--- src/include/ucr_pkg.sv ---
// Holds indices, reset values, field positions and write masks of the
// serial-port configuration bank.
// Assumes 8-bit registers, each in the low byte of one 32-bit bus word.
package ucr_pkg;

	// Register indices; byte address is four times the index
	localparam logic [7:0] IDX_PORT_ENABLE = 8'h30;
	localparam logic [7:0] IDX_BASE_HIGH = 8'h60;
	localparam logic [7:0] IDX_BASE_LOW = 8'h61;
	localparam logic [7:0] IDX_IRQ_SELECT = 8'h70;
	localparam logic [7:0] IDX_SHARE_MODE = 8'hf0;
	localparam logic [7:0] IDX_BAUD_SELECT = 8'hf2;
	localparam logic [7:0] IDX_STATION_ADDR = 8'hf4;
	localparam logic [7:0] IDX_STATION_MASK = 8'hf5;
	localparam logic [7:0] IDX_GATE_CTRL = 8'hf8;

	// Reset values
	localparam logic [7:0] RST_PORT_ENABLE = 8'h01;
	localparam logic [7:0] RST_BASE_HIGH = 8'h03;
	localparam logic [7:0] RST_BASE_LOW = 8'he8;
	localparam logic [7:0] RST_IRQ_SELECT = 8'h03;
	localparam logic [7:0] RST_SHARE_MODE = 8'h00;
	localparam logic [7:0] RST_BAUD_SELECT = 8'h00;
	localparam logic [7:0] RST_STATION = 8'h00;
	localparam logic RST_GATE = 1'b1;

	// Writable bits; everything else is reserved and stored as zero
	localparam logic [7:0] WMASK_PORT_ENABLE = 8'h01;
	localparam logic [7:0] WMASK_IRQ_SELECT = 8'h0f;
	localparam logic [7:0] WMASK_SHARE_MODE = 8'hf3;
	localparam logic [7:0] WMASK_BAUD_SELECT = 8'h03;
	localparam logic [7:0] WMASK_FULL = 8'hff;

	// Field positions
	localparam int BIT_PORT_ENABLE = 0;
	localparam int BIT_MULTIDROP = 7;
	localparam int BIT_AUTO_ADDR = 6;
	localparam int BIT_RTS_INVERT = 5;
	localparam int BIT_RTS_AUTO = 4;
	localparam int BIT_SHARE_STYLE = 1;
	localparam int BIT_SHARE_ENABLE = 0;
	localparam int BIT_GATE = 0;
	localparam int BIT_MARKER = 8;

	// Baud clock source encodings
	localparam logic [1:0] BAUD_SEL_1M8432 = 2'h0;
	localparam logic [1:0] BAUD_SEL_18M432 = 2'h1;
	localparam logic [1:0] BAUD_SEL_24M = 2'h2;
	localparam logic [1:0] BAUD_SEL_14M769 = 2'h3;

endpackage : ucr_pkg

--- src/include/ucr_cfg_if.sv ---
// Carries configuration and results between the bank and its helpers.
// Assumes all users sit on the one configuration clock.
`timescale 1ns/10ps
interface ucr_cfg_if;
	logic [8:0] rx_char; // Received character, bit 8 is the address marker
	logic [7:0] station_addr; // Own station address
	logic [7:0] station_mask; // Station address mask
	logic addr_hit; // Character matches given or broadcast address
	logic rts_auto; // Automatic direction control on
	logic rts_invert; // Invert automatic level
	logic tx_active; // Transmitter busy
	logic rts_core; // Plain modem-control level from the core
	logic rts_level; // Resulting line level

	modport ctrl(output rx_char, station_addr, station_mask, rts_auto, rts_invert,
		tx_active, rts_core, input addr_hit, rts_level);
	modport matcher(input rx_char, station_addr, station_mask, output addr_hit);
	modport rts(input rts_auto, rts_invert, tx_active, rts_core, output rts_level);
endinterface : ucr_cfg_if

--- src/ucr_top.sv ---
// Holds the configuration register bank of one serial port with its
// Wishbone slave, multi-drop receive gate and RTS direction control.
// Assumes the serial core runs on clk_in and drives its inputs
// synchronously; only the reset comes from outside the domain.
//
// The Wishbone register port was chosen for this implementation.
`timescale 1ns/10ps

////////////////////////////////////////////////////////////////////////
// Functional notes
// Enable bit zero off, one on, resets one
// Upper address byte register, resets to 03h
// Lower address byte register, resets to e8h
// Low nibble picks interrupt channel, resets three
// Multi-drop bit turns parity into address marker
// Without auto clear, host clears receive gate
// Auto clear drops gate on address match
// Direction mode drives RTS high while sending
// Invert bit flips the automatic RTS level
// Share style PCI or ISA, only when shared
// Share bit makes interrupt line shared, resets zero
// Two-bit field selects the baud clock source
// Given address compares only masked-in bits
// Broadcast address from address OR mask
// Reserved bits read zero, writes ignored
module ucr_top (
	input wire logic clk_in,
	input wire logic resetn_in,
	input wire logic wb_cyc_in,
	input wire logic wb_stb_in,
	input wire logic wb_we_in,
	input wire logic [9:0] wb_adr_in,
	input wire logic [3:0] wb_sel_in,
	input wire logic [31:0] wb_dat_in,
	output logic [31:0] wb_dat_out,
	output logic wb_ack_out,
	input wire logic rx_valid_in,
	input wire logic [8:0] rx_char_in,
	input wire logic tx_active_in,
	input wire logic rts_core_in,
	output logic port_enable_out,
	output logic [15:0] io_base_out,
	output logic [3:0] irq_channel_out,
	output logic irq_shared_out,
	output logic irq_isa_style_out,
	output logic multidrop_out,
	output logic [1:0] baud_clock_source_out,
	output logic rts_out,
	output logic rx_accept_out,
	output logic [7:0] rx_data_out,
	output logic addr_match_out,
	output logic receive_gate_flag_out
);

	////////////////////////////////////////////////////////////////////
	// Reset release
	logic rst_meta_n_ff; // First stage, read only by the second
	logic rst_n_ff; // Released reset used by all other logic

	// Assert at once, release two edges later to avoid recovery hazards
	always_ff @(posedge clk_in or negedge resetn_in)
	begin
		if (!resetn_in)
		begin
			rst_meta_n_ff <= 1'b0;
			rst_n_ff <= 1'b0;
		end
		else
		begin
			rst_meta_n_ff <= 1'b1;
			rst_n_ff <= rst_meta_n_ff;
		end
	end

	////////////////////////////////////////////////////////////////////
	// Bus decode
	logic [7:0] bus_idx; // Register index from the word address
	logic bus_req; // New request not yet answered
	logic wr_take; // Write that lands this edge
	logic [7:0] wr_byte; // Low data lane
	logic ack_ff; // Answer strobe
	logic [31:0] rd_data_ff; // Captured read word
	logic [7:0] nxt_rd_byte; // Read mux result

	assign bus_idx = wb_adr_in[9:2];
	assign bus_req = wb_cyc_in & wb_stb_in & ~ack_ff;
	// Registers live in lane 0 only, so only sel bit 0 lets a write in
	assign wr_take = bus_req & wb_we_in & wb_sel_in[0];
	assign wr_byte = wb_dat_in[7:0];

	// Storage, each kept already masked so reserved bits stay zero
	logic [7:0] port_enable_ff; // Port on/off
	logic [7:0] base_high_ff; // Upper I/O base byte
	logic [7:0] base_low_ff; // Lower I/O base byte
	logic [7:0] irq_select_ff; // Interrupt channel
	logic [7:0] share_mode_ff; // Sharing, multi-drop, RTS control
	logic [7:0] baud_select_ff; // Baud clock source
	logic [7:0] station_addr_ff; // Own station address
	logic [7:0] station_mask_ff; // Station mask
	logic gate_ff; // Receive gate flag

	////////////////////////////////////////////////////////////////////
	// Configuration writes
	// One answer per request: ack drops the cycle after it rose
	always_ff @(posedge clk_in or negedge rst_n_ff)
	begin
		if (!rst_n_ff)
		begin
			ack_ff <= 1'b0;
		end
		else
		begin
			ack_ff <= bus_req;
		end
	end

	// Writes store only writable bits; unmapped indices are dropped
	always_ff @(posedge clk_in or negedge rst_n_ff)
	begin
		if (!rst_n_ff)
		begin
			port_enable_ff <= ucr_pkg::RST_PORT_ENABLE;
			base_high_ff <= ucr_pkg::RST_BASE_HIGH;
			base_low_ff <= ucr_pkg::RST_BASE_LOW;
			irq_select_ff <= ucr_pkg::RST_IRQ_SELECT;
			share_mode_ff <= ucr_pkg::RST_SHARE_MODE;
			baud_select_ff <= ucr_pkg::RST_BAUD_SELECT;
			station_addr_ff <= ucr_pkg::RST_STATION;
			station_mask_ff <= ucr_pkg::RST_STATION;
		end
		else if (wr_take)
		begin
			case (bus_idx)
				ucr_pkg::IDX_PORT_ENABLE:
					port_enable_ff <= wr_byte & ucr_pkg::WMASK_PORT_ENABLE;
				ucr_pkg::IDX_BASE_HIGH:
					base_high_ff <= wr_byte;
				ucr_pkg::IDX_BASE_LOW:
					base_low_ff <= wr_byte;
				ucr_pkg::IDX_IRQ_SELECT:
					irq_select_ff <= wr_byte & ucr_pkg::WMASK_IRQ_SELECT;
				ucr_pkg::IDX_SHARE_MODE:
					share_mode_ff <= wr_byte & ucr_pkg::WMASK_SHARE_MODE;
				ucr_pkg::IDX_BAUD_SELECT:
					baud_select_ff <= wr_byte & ucr_pkg::WMASK_BAUD_SELECT;
				ucr_pkg::IDX_STATION_ADDR:
					station_addr_ff <= wr_byte;
				ucr_pkg::IDX_STATION_MASK:
					station_mask_ff <= wr_byte;
				default:
				begin
					// Unmapped or gate register: nothing stored here
				end
			endcase
		end
	end

	////////////////////////////////////////////////////////////////////
	// Read path
	// Mux is combinational; the word is captured with the ack
	always_comb
	begin
		nxt_rd_byte = 8'h00;
		case (bus_idx)
			ucr_pkg::IDX_PORT_ENABLE: nxt_rd_byte = port_enable_ff;
			ucr_pkg::IDX_BASE_HIGH: nxt_rd_byte = base_high_ff;
			ucr_pkg::IDX_BASE_LOW: nxt_rd_byte = base_low_ff;
			ucr_pkg::IDX_IRQ_SELECT: nxt_rd_byte = irq_select_ff;
			ucr_pkg::IDX_SHARE_MODE: nxt_rd_byte = share_mode_ff;
			ucr_pkg::IDX_BAUD_SELECT: nxt_rd_byte = baud_select_ff;
			ucr_pkg::IDX_STATION_ADDR: nxt_rd_byte = station_addr_ff;
			ucr_pkg::IDX_STATION_MASK: nxt_rd_byte = station_mask_ff;
			ucr_pkg::IDX_GATE_CTRL: nxt_rd_byte = {7'h00, gate_ff};
			default: nxt_rd_byte = 8'h00; // Unmapped reads answer zero
		endcase
	end

	// Upper lanes always zero; data holds after ack until next read
	always_ff @(posedge clk_in or negedge rst_n_ff)
	begin
		if (!rst_n_ff)
		begin
			rd_data_ff <= 32'h0000_0000;
		end
		else if (bus_req & ~wb_we_in)
		begin
			rd_data_ff <= {24'h00_0000, nxt_rd_byte};
		end
	end

	assign wb_ack_out = ack_ff;
	assign wb_dat_out = rd_data_ff;

	////////////////////////////////////////////////////////////////////
	// Helpers
	logic mode_multidrop; // 9-bit mode active
	logic mode_auto_addr; // Hardware clears the gate
	logic addr_char; // Incoming character carries the address marker
	logic auto_hit; // Address match that hardware acts on
	logic nxt_accept; // Character passes to the host this edge
	logic rts_ff; // Registered line level
	logic accept_ff; // Accept pulse
	logic [7:0] rx_data_ff; // Accepted character
	logic match_ff; // Match pulse

	ucr_cfg_if cfg_bus();

	assign mode_multidrop = share_mode_ff[ucr_pkg::BIT_MULTIDROP];
	assign mode_auto_addr = share_mode_ff[ucr_pkg::BIT_AUTO_ADDR];
	assign addr_char = rx_char_in[ucr_pkg::BIT_MARKER] & mode_multidrop;

	assign cfg_bus.rx_char = rx_char_in;
	assign cfg_bus.station_addr = station_addr_ff;
	assign cfg_bus.station_mask = station_mask_ff;
	assign cfg_bus.rts_auto = share_mode_ff[ucr_pkg::BIT_RTS_AUTO];
	assign cfg_bus.rts_invert = share_mode_ff[ucr_pkg::BIT_RTS_INVERT];
	assign cfg_bus.tx_active = tx_active_in;
	assign cfg_bus.rts_core = rts_core_in;

	// Address comparator
	ucr_addr_match u_match (
		.bus(cfg_bus.matcher)
	);

	// Direction control
	ucr_rts_ctrl u_rts (
		.bus(cfg_bus.rts)
	);

	// Auto address clear only matters in 9-bit mode
	assign auto_hit = rx_valid_in & port_enable_ff[ucr_pkg::BIT_PORT_ENABLE] &
		addr_char & mode_auto_addr & cfg_bus.addr_hit;

	////////////////////////////////////////////////////////////////////
	// Receive gate
	// Hardware clear beats a host write in the same cycle, so a match
	// is never lost behind a late re-arm
	always_ff @(posedge clk_in or negedge rst_n_ff)
	begin
		if (!rst_n_ff)
		begin
			gate_ff <= ucr_pkg::RST_GATE;
		end
		else if (auto_hit)
		begin
			gate_ff <= 1'b0;
		end
		else if (wr_take && bus_idx == ucr_pkg::IDX_GATE_CTRL)
		begin
			gate_ff <= wr_byte[ucr_pkg::BIT_GATE];
		end
	end

	// Normal mode passes all; 9-bit mode needs gate open or a hit
	always_comb
	begin
		nxt_accept = 1'b0;
		if (rx_valid_in && port_enable_ff[ucr_pkg::BIT_PORT_ENABLE])
		begin
			if (!mode_multidrop)
				nxt_accept = 1'b1;
			else if (!gate_ff)
				nxt_accept = 1'b1;
			else
				nxt_accept = auto_hit;
		end
	end

	// Delivery to the host side, one pulse per character
	always_ff @(posedge clk_in or negedge rst_n_ff)
	begin
		if (!rst_n_ff)
		begin
			accept_ff <= 1'b0;
			rx_data_ff <= 8'h00;
			match_ff <= 1'b0;
		end
		else
		begin
			accept_ff <= nxt_accept;
			match_ff <= auto_hit;
			if (nxt_accept)
				rx_data_ff <= rx_char_in[7:0];
		end
	end

	////////////////////////////////////////////////////////////////////
	// Line and status outputs
	// RTS is registered to keep glitches off the driver enable
	always_ff @(posedge clk_in or negedge rst_n_ff)
	begin
		if (!rst_n_ff)
		begin
			rts_ff <= 1'b0;
		end
		else
		begin
			rts_ff <= cfg_bus.rts_level;
		end
	end

	assign port_enable_out = port_enable_ff[ucr_pkg::BIT_PORT_ENABLE];
	assign io_base_out = {base_high_ff, base_low_ff};
	assign irq_channel_out = irq_select_ff[3:0];
	assign irq_shared_out = share_mode_ff[ucr_pkg::BIT_SHARE_ENABLE];
	// Style is meaningless on a dedicated line, so it is forced to PCI
	assign irq_isa_style_out = share_mode_ff[ucr_pkg::BIT_SHARE_STYLE] &
		share_mode_ff[ucr_pkg::BIT_SHARE_ENABLE];
	assign multidrop_out = mode_multidrop;
	assign baud_clock_source_out = baud_select_ff[1:0];
	assign rts_out = rts_ff;
	assign rx_accept_out = accept_ff;
	assign rx_data_out = rx_data_ff;
	assign addr_match_out = match_ff;
	assign receive_gate_flag_out = gate_ff;
endmodule : ucr_top

--- src/ucr_addr_match.sv ---
// Holds the station address comparator for multi-drop reception.
// Assumes the caller qualifies the hit with mode and marker bits.
`timescale 1ns/10ps
module ucr_addr_match (
	ucr_cfg_if.matcher bus
);

	logic given_hit; // Masked compare against own address
	logic bcast_hit; // Compare against the broadcast pattern
	logic [7:0] bcast_pattern; // Ones mark the bits that are compared

	// Only bits with a one in the mask take part
	assign given_hit = ((bus.rx_char[7:0] ^ bus.station_addr) & bus.station_mask) == 8'h00;

	// Broadcast: bits set in address-or-mask must be one, others ignored
	assign bcast_pattern = bus.station_addr | bus.station_mask;
	assign bcast_hit = (bus.rx_char[7:0] & bcast_pattern) == bcast_pattern;

	// Either address is good enough
	assign bus.addr_hit = given_hit | bcast_hit;

endmodule : ucr_addr_match

--- src/ucr_rts_ctrl.sv ---
// Holds the RTS direction selector for half-duplex line drivers.
// Assumes tx_active is high for the whole character on the wire.
`timescale 1ns/10ps
module ucr_rts_ctrl (
	ucr_cfg_if.rts bus
);

	logic auto_level; // Level in automatic mode before the mux

	// High while sending, low when idle, optionally flipped
	assign auto_level = bus.tx_active ^ bus.rts_invert;

	// Plain mode passes the core's own level untouched
	assign bus.rts_level = bus.rts_auto ? auto_level : bus.rts_core;

endmodule : ucr_rts_ctrl

--- config.mk ---
export PLATFORM = sky130hd
export DESIGN_NAME = ucr_top
export DESIGN_NICKNAME = d
export VERILOG_FILES = /design/src/include/ucr_pkg.sv /design/src/include/ucr_cfg_if.sv /design/src/ucr_top.sv /design/src/ucr_addr_match.sv /design/src/ucr_rts_ctrl.sv
export SDC_FILE = /design/constraint.sdc
export NUM_CORES = 1
export LEC_CHECK = 0
export BUFFER_PORTS_ARGS = -buffer_cell sky130_fd_sc_hd__buf_4
export CAP_MARGIN = 20
export CORE_MARGIN = 3
export CORE_UTILIZATION = 50
export CTS_CLUSTER_DIAMETER = 200
export DETAILED_ROUTE_END_ITERATION = 10
export HOLD_SLACK_MARGIN = 0.12
export PLACE_DENSITY = 0.85
export SYNTH_ARGS = -nofsm -noshare
export SYNTH_HDL_FRONTEND = slang
export SYNTH_SLANG_ARGS = --single-unit
export TNS_END_PERCENT = 50
--- constraint.sdc ---
create_clock -name clk_in -period 2.85 [get_ports clk_in]
set_clock_uncertainty 0.05 [all_clocks]
set_input_delay 0.1425 -clock clk_in [delete_from_list [all_inputs] [get_ports clk_in]]
set_output_delay 0.1425 -clock clk_in [all_outputs]
set_load 0.02 [all_outputs]
# After elaboration in Yosys (flattened, before gate mapping)
# Index checks and enable logic that the tools add are counted.
# Widths: inputs -> output; s select.
dict set report classes {
  n_shift 0
  n_div 0
  n_reduce_logical 12
  n_addsub 0
  mul 0
  n_lt_le_gt_ge 0
  n_mux 7
  bitwise_logic 19
  eq_ne 10
}
# operator n
set ops {}
lappend ops {{$pmux 8 s9} 1}
lappend ops {{$eq 8x8->1 const B} 5}
lappend ops {{$eq 8x7->1 const B} 3}
lappend ops {{$and 8x8->8} 2}
lappend ops {{$reduce_and 2->1} 8}
lappend ops {{$and 1x1->1} 11}
lappend ops {{$eq 8x6->1 const B} 1}
lappend ops {{$eq 8x8->1} 1}
lappend ops {{$logic_not 8->1} 1}
lappend ops {{$or 8x8->8} 1}
lappend ops {{$xor 8x8->8} 1}
lappend ops {{$mux 1} 6}
lappend ops {{$logic_and 1x1->1} 2}
lappend ops {{$not 1->1} 2}
lappend ops {{$reduce_bool 2->1} 1}
lappend ops {{$or 1x1->1} 1}
lappend ops {{$xor 1x1->1} 1}
dict set report word_totals {
  latchBits 0
  output_inout_bits 71
  ramBits 0
  word_cells 65
  register_bits 68
  inputBits 63
  memories 0
  romBits 0
}

# Longest topological paths before layout
dict set report depth {
  word_depth 8
  mapped_depth 8
  ltp_nobuf 5
}

# By module
# From an unflattened synthesis, not the netlist that was laid out.
dict set report hier_totals {
  cells_unflattened 309
  area_unflattened_um2 3683.5
}
# mod area_each_um2 cells_per_inst n_inst seq_area_each_um2
set by_module_without_submodules {}
lappend by_module_without_submodules {ucr_top 3480.8 280 1 1714.1}
lappend by_module_without_submodules {ucr_addr_match 185.2 26 1 0.0}
lappend by_module_without_submodules {ucr_rts_ctrl 17.5 3 1 0.0}

# Least setup slack after synthesis
# No wires, ideal clock.
dict set report synth_path {
  kind {register -> register}
  from {register ack_ff (netlist: wb_ack_out)}
  to {register station_addr_ff[0] (netlist: cfg_bus.station_addr[0])}
  path_slack_ns 0.859
  t_required_ns 2.675
  setup_time_ns 0.125
  path_buffers 0
  stages_incl_launch_ff 5
  synth_period_minus_slack_ns 1.991
  arrival_time_ns 1.817
  path_cell_list {dfrtp_1 and3b_1 nand3_1 nor3_2 mux2_2}
}
dict set report synth_via {
  elab_chain_len 5
}
# item line_no
set synth_rtl {}
lappend synth_rtl {{from (decl)} ucr_top.sv:81} ;# logic ack_ff;
lappend synth_rtl {{from (signal assigned)} ucr_top.sv:113} ;# ack_ff <= bus_req;
lappend synth_rtl {{$not 1->1} ucr_top.sv:86} ;# assign bus_req = wb_cyc_in & wb_stb_in & ~ack_ff;
lappend synth_rtl {{$and 1x1->1} ucr_top.sv:86}
lappend synth_rtl {{via bus_req} ucr_top.sv:78} ;# logic bus_req;
lappend synth_rtl {{$and 1x1->1 (2 in a row)} ucr_top.sv:88} ;# assign wr_take = bus_req & wb_we_in & wb_sel_in[0];
lappend synth_rtl {{$reduce_and 2->1 (no line)} -}
lappend synth_rtl {{to (signal assigned)} ucr_top.sv:128} ;# station_addr_ff <= ucr_pkg::RST_STATION;
lappend synth_rtl {{to (signal assigned)} ucr_top.sv:147} ;# station_addr_ff <= wr_byte;
lappend synth_rtl {{to (decl)} ucr_top.sv:98} ;# logic [7:0] station_addr_ff;
# The timed path passes the listed nets, and every way through them passes these cells.
# A chain may end at the register's enable or synchronous reset.

# Final worst setup path
dict set report layout_path {
  from {input port rx_char_in[2]}
  to {register rx_data_ff[5] (netlist: rx_data_out[5])}
}
dict set report layout_via {
  elab_chain_len 8
  elab_cells_between_ends 10
  cone_classes {1 x eq/ne; 3 x mux; 5 x bitwise; 1 x reduce/logical}
}
# item line_no
set layout_rtl {}
lappend layout_rtl {{from (decl)} ucr_top.sv:38} ;# input wire logic [8:0] rx_char_in,
lappend layout_rtl {{$xor 8x8->8} ucr_addr_match.sv:13} ;# assign given_hit = ((bus.rx_char[7:0] ^ bus.station_addr) & bus.station_mask) == 8'h00;
lappend layout_rtl {{$and 8x8->8} ucr_addr_match.sv:13}
lappend layout_rtl {{$logic_not 8->1} ucr_addr_match.sv:13}
lappend layout_rtl {{$or 1x1->1 *} ucr_addr_match.sv:20} ;# assign bus.addr_hit = given_hit | bcast_hit;
lappend layout_rtl {{$and 1x1->1 *} ucr_top.sv:232} ;# addr_char & mode_auto_addr & cfg_bus.addr_hit;
lappend layout_rtl {{$mux 1 *} ucr_top.sv:262} ;# else if (!gate_ff)
lappend layout_rtl {{$mux 1 *} ucr_top.sv:260} ;# if (!mode_multidrop)
lappend layout_rtl {{$mux 1 *} ucr_top.sv:258} ;# if (rx_valid_in && port_enable_ff[ucr_pkg::BIT_PORT_ENABLE])
lappend layout_rtl {{to (signal assigned)} ucr_top.sv:283} ;# rx_data_ff <= rx_char_in[7:0];
lappend layout_rtl {{to (decl)} ucr_top.sv:203} ;# logic [7:0] rx_data_ff;
# Every way passes the cells marked *; elsewhere a longest branch is shown, timed or not.

==> results.json <==
{
  "nNetsFinal": 498,
  "vdd_ir_drop_max_mv": 0.218,
  "insertion_delay_ps": 360,
  "synthTopCellsByCount": "dfrtp_1 (58), mux2_2 (45), buf_4 (25), nand2_1 (25), nor2_1 (16)",
  "core_sq_mm": 0.00694,
  "worstPathArrival_ps": 2310,
  "worst-path-max-fanout": 18,
  "fmax_mhz": 483,
  "worst_pin_slew_ps": 988,
  "yosysSeqAreaShare": 0.467,
  "worst_hold_slack_ps": 112,
  "synth-seq-cells": 68,
  "syn_inst": 331,
  "finalHoldViolCount": 0,
  "netlist.area_leader.share": 0.395,
  "final_area_sq_mm": 0.00472,
  "finalSetupViolations": 0,
  "drc": 0,
  "powerDensity_mw_per_mm2": 426,
  "grt_setup_unrepaired": "no",
  "multi_input_area_sq_mm": 0.00177,
  "initial_core_util": 0.528,
  "wl_per_cell_microns": 18.3,
  "drt_iter0_drc": 333,
  "min_path_type": "in2reg",
  "end_kind": "register",
  "die_area_sq_mm": 0.00840,
  "r2r_end": "rx_data_out[5]",
  "drt_first_pass_iters": 5,
  "yosysMostFrequentCell": "dfrtp_1",
  "hold_path_end": "wb_dat_out[0]",
  "cp-startpoint": "rx_char_in[2]",
  "reg2reg_depth": 5,
  "worstSetupStartpointType": "input pin",
  "grt_max_degree": 36,
  "reg2reg_from": "cfg_bus.station_addr[2]",
  "antenna_cells": 0,
  "drt-vias-per-instance": 5.86,
  "grt_pass1_vias": 3000,
  "synth_area_sq_mm": 0.00367,
  "numCtsBuffers": 9,
  "die_y_microns": 91.7,
  "antenna_found_initial": 0,
  "reg2reg_slack_ps": 820,
  "cts.root.buffer_cell": "clkbuf_8",
  "synthArstFlopShare": 1.00,
  "path_clk_slew_ps": 70,
  "post-cts-setup-buffer-count": 0,
  "leakage_nw": 2.24,
  "status": "completed",
  "synth_area_leaders": "dfrtp_1 (40%), mux2_2 (14%), dfstp_2 (7.2%)",
  "fp-row-count": 30,
  "cts_buffer_depth": 2,
  "fin_crit_sh": 0.726,
  "fin_setup_tns_ps": 0,
  "port_buffers": 80,
  "whs_path_depth": 4,
  "cts_tree": "yes",
  "vias": 3140,
  "placed_area_sq_mm": 0.00429,
  "synth_top_area_cell": "dfrtp_1",
  "ios": 134,
  "syn_area_per_cell_sq_um": 11.1,
  "crit_type": "in2reg",
  "min_from": "wb_adr_in[5]",
  "relSlewSlack": 0.336,
  "final_antenna_net_count": 0,
  "globalRouteTotalUtil": 0.240,
  "wl_microns": 9790,
  "syn_to_final_growth_pct": 28.5,
  "ff_latch_area_sq_mm": 0.00172,
  "die_w_microns": 91.7,
  "synth_edf_count": 0,
  "drv_cap": 0,
  "maxSlewViolCount": 0,
  "ys.flop_type": "dfrtp_1",
  "htreeDepth": 3,
  "worstPathRequired_ps": 3090,
  "drive_gt1_frac": 0.407,
  "place_congestion": 0.928,
  "grt_pass1_wl_microns": 15900,
  "synth_cell_types": 49,
  "cts.sinks": 68,
  "dpl.hpwl_microns": 6750,
  "n_fill_cell": 519,
  "finalCriticalPeriod_ps": 2070,
  "synth_warnings": 0,
  "gr-total-overflow": 0
}
==> worst max path at each step <==
| stage | endpoint | cells past startpoint |
|---|---|---|
| final | rx_data_out[5] | 7 |
| after global placement | base_high_ff[6] | 5 |
| after global routing | rx_data_out[2] | 7 |
| after floorplan | addr_match_out | 0 |
| after detailed placement | base_high_ff[5] | 5 |
| after CTS | rx_data_out[5] | 7 |
==> placed cells by master (no fill, tap or decap), types with 4 or more instances in the layout <==
cell type,Yosys,routed
buf_4,25,88
dfrtp_1,58,57
mux2_2,45,45
nand2_1,25,25
conb_1,2,25
dlygate4sd3_1,0,23
nor2_1,16,16
clkbuf_8,0,14
nand3_1,12,12
a22oi_1,11,11
and2_1,10,10
dfstp_2,10,10
or4b_2,9,9
a222oi_1,9,9
xor2_1,8,8
nor3_1,6,6
and3_1,6,6
o21ai_1,6,6
o21ai_0,5,5
a221oi_1,5,5
a21oi_1,4,4
o2bb2ai_1,4,4
==> worst max-delay path: stages <==
cell	delay, ps
dlygate4sd3_1	540
buf_4	160
xor2_1	140
a22oi_1	110
and4_1	390
or4b_2	730
nand3_1	90
==> timing repair <==
action	4_1_cts	5_1_grt
gates resized for setup	0	0
hold buffers	23	0
hold endpoints to repair	59	0
==> per-stage QoR <==
stage / util / power, mW / setup WS, ps / cells
after floorplan: - / 1.13 / 784 / 354
after global placement: 0.617 / 1.19 / 741 / 497
after detailed placement: 0.617 / 1.20 / 703 / 497
after CTS: 0.679 / 2.00 / 795 / 536
after global routing: 0.679 / 2.07 / 665 / 536
final: 0.679 / 2.01 / 781 / 536
==> cell families (layout without fill, tap and decap cells) <==
family                 Yosys count  in the layout  share of synthesized area
buffers and inverters           42            128                     0.0743
flip-flops                      68             68                      0.467
AO/OA/AOI/OAI                   57             57                      0.121
other                            2             25                    0.00205
AND/OR/NAND/NOR                106            106                      0.170
multiplexers                    47             47                      0.144
XOR/XNOR                         9              9                     0.0215
==> layout make-up <==
cell class | instances | share of cell area
Timing Repair Buffer | 112 | 0.193
Sequential cell | 68 | 0.364
Tap cell | 96 | 0.0255
Multi-Input combinational cell | 244 | 0.375
Clock buffer | 16 | 0.0425
==> layer usage <==
metal	GRT usage	routed length [microns]	vias up
li1	-	-	1386
met1	0.316	3850	1538
met2	0.391	4880	190
met3	0.0607	866	26
met4	0.0691	204	0
met5	0	0	-
==> state kept, by name, indices dropped and copies added (netlist names), 4 cells and up <==
name / cells
base_high_ff: 8
cfg_bus.station_addr: 8
share_mode_ff: 6
cfg_bus.station_mask: 8
base_low_ff: 8
rx_data_out: 8
irq_select_ff: 4
wb_dat_out: 8
==> power breakdown <==
part / internal [mW] / total, mW / leakage, nW / switching, mW
Sequential: 0.979 / 0.999 / 0.903 / 0.0202
Clock: 0.437 / 0.804 / 0.103 / 0.367
Combinational: 0.0894 / 0.207 / 1.24 / 0.118
No activity file was read; power rests on OpenSTA's default activity.
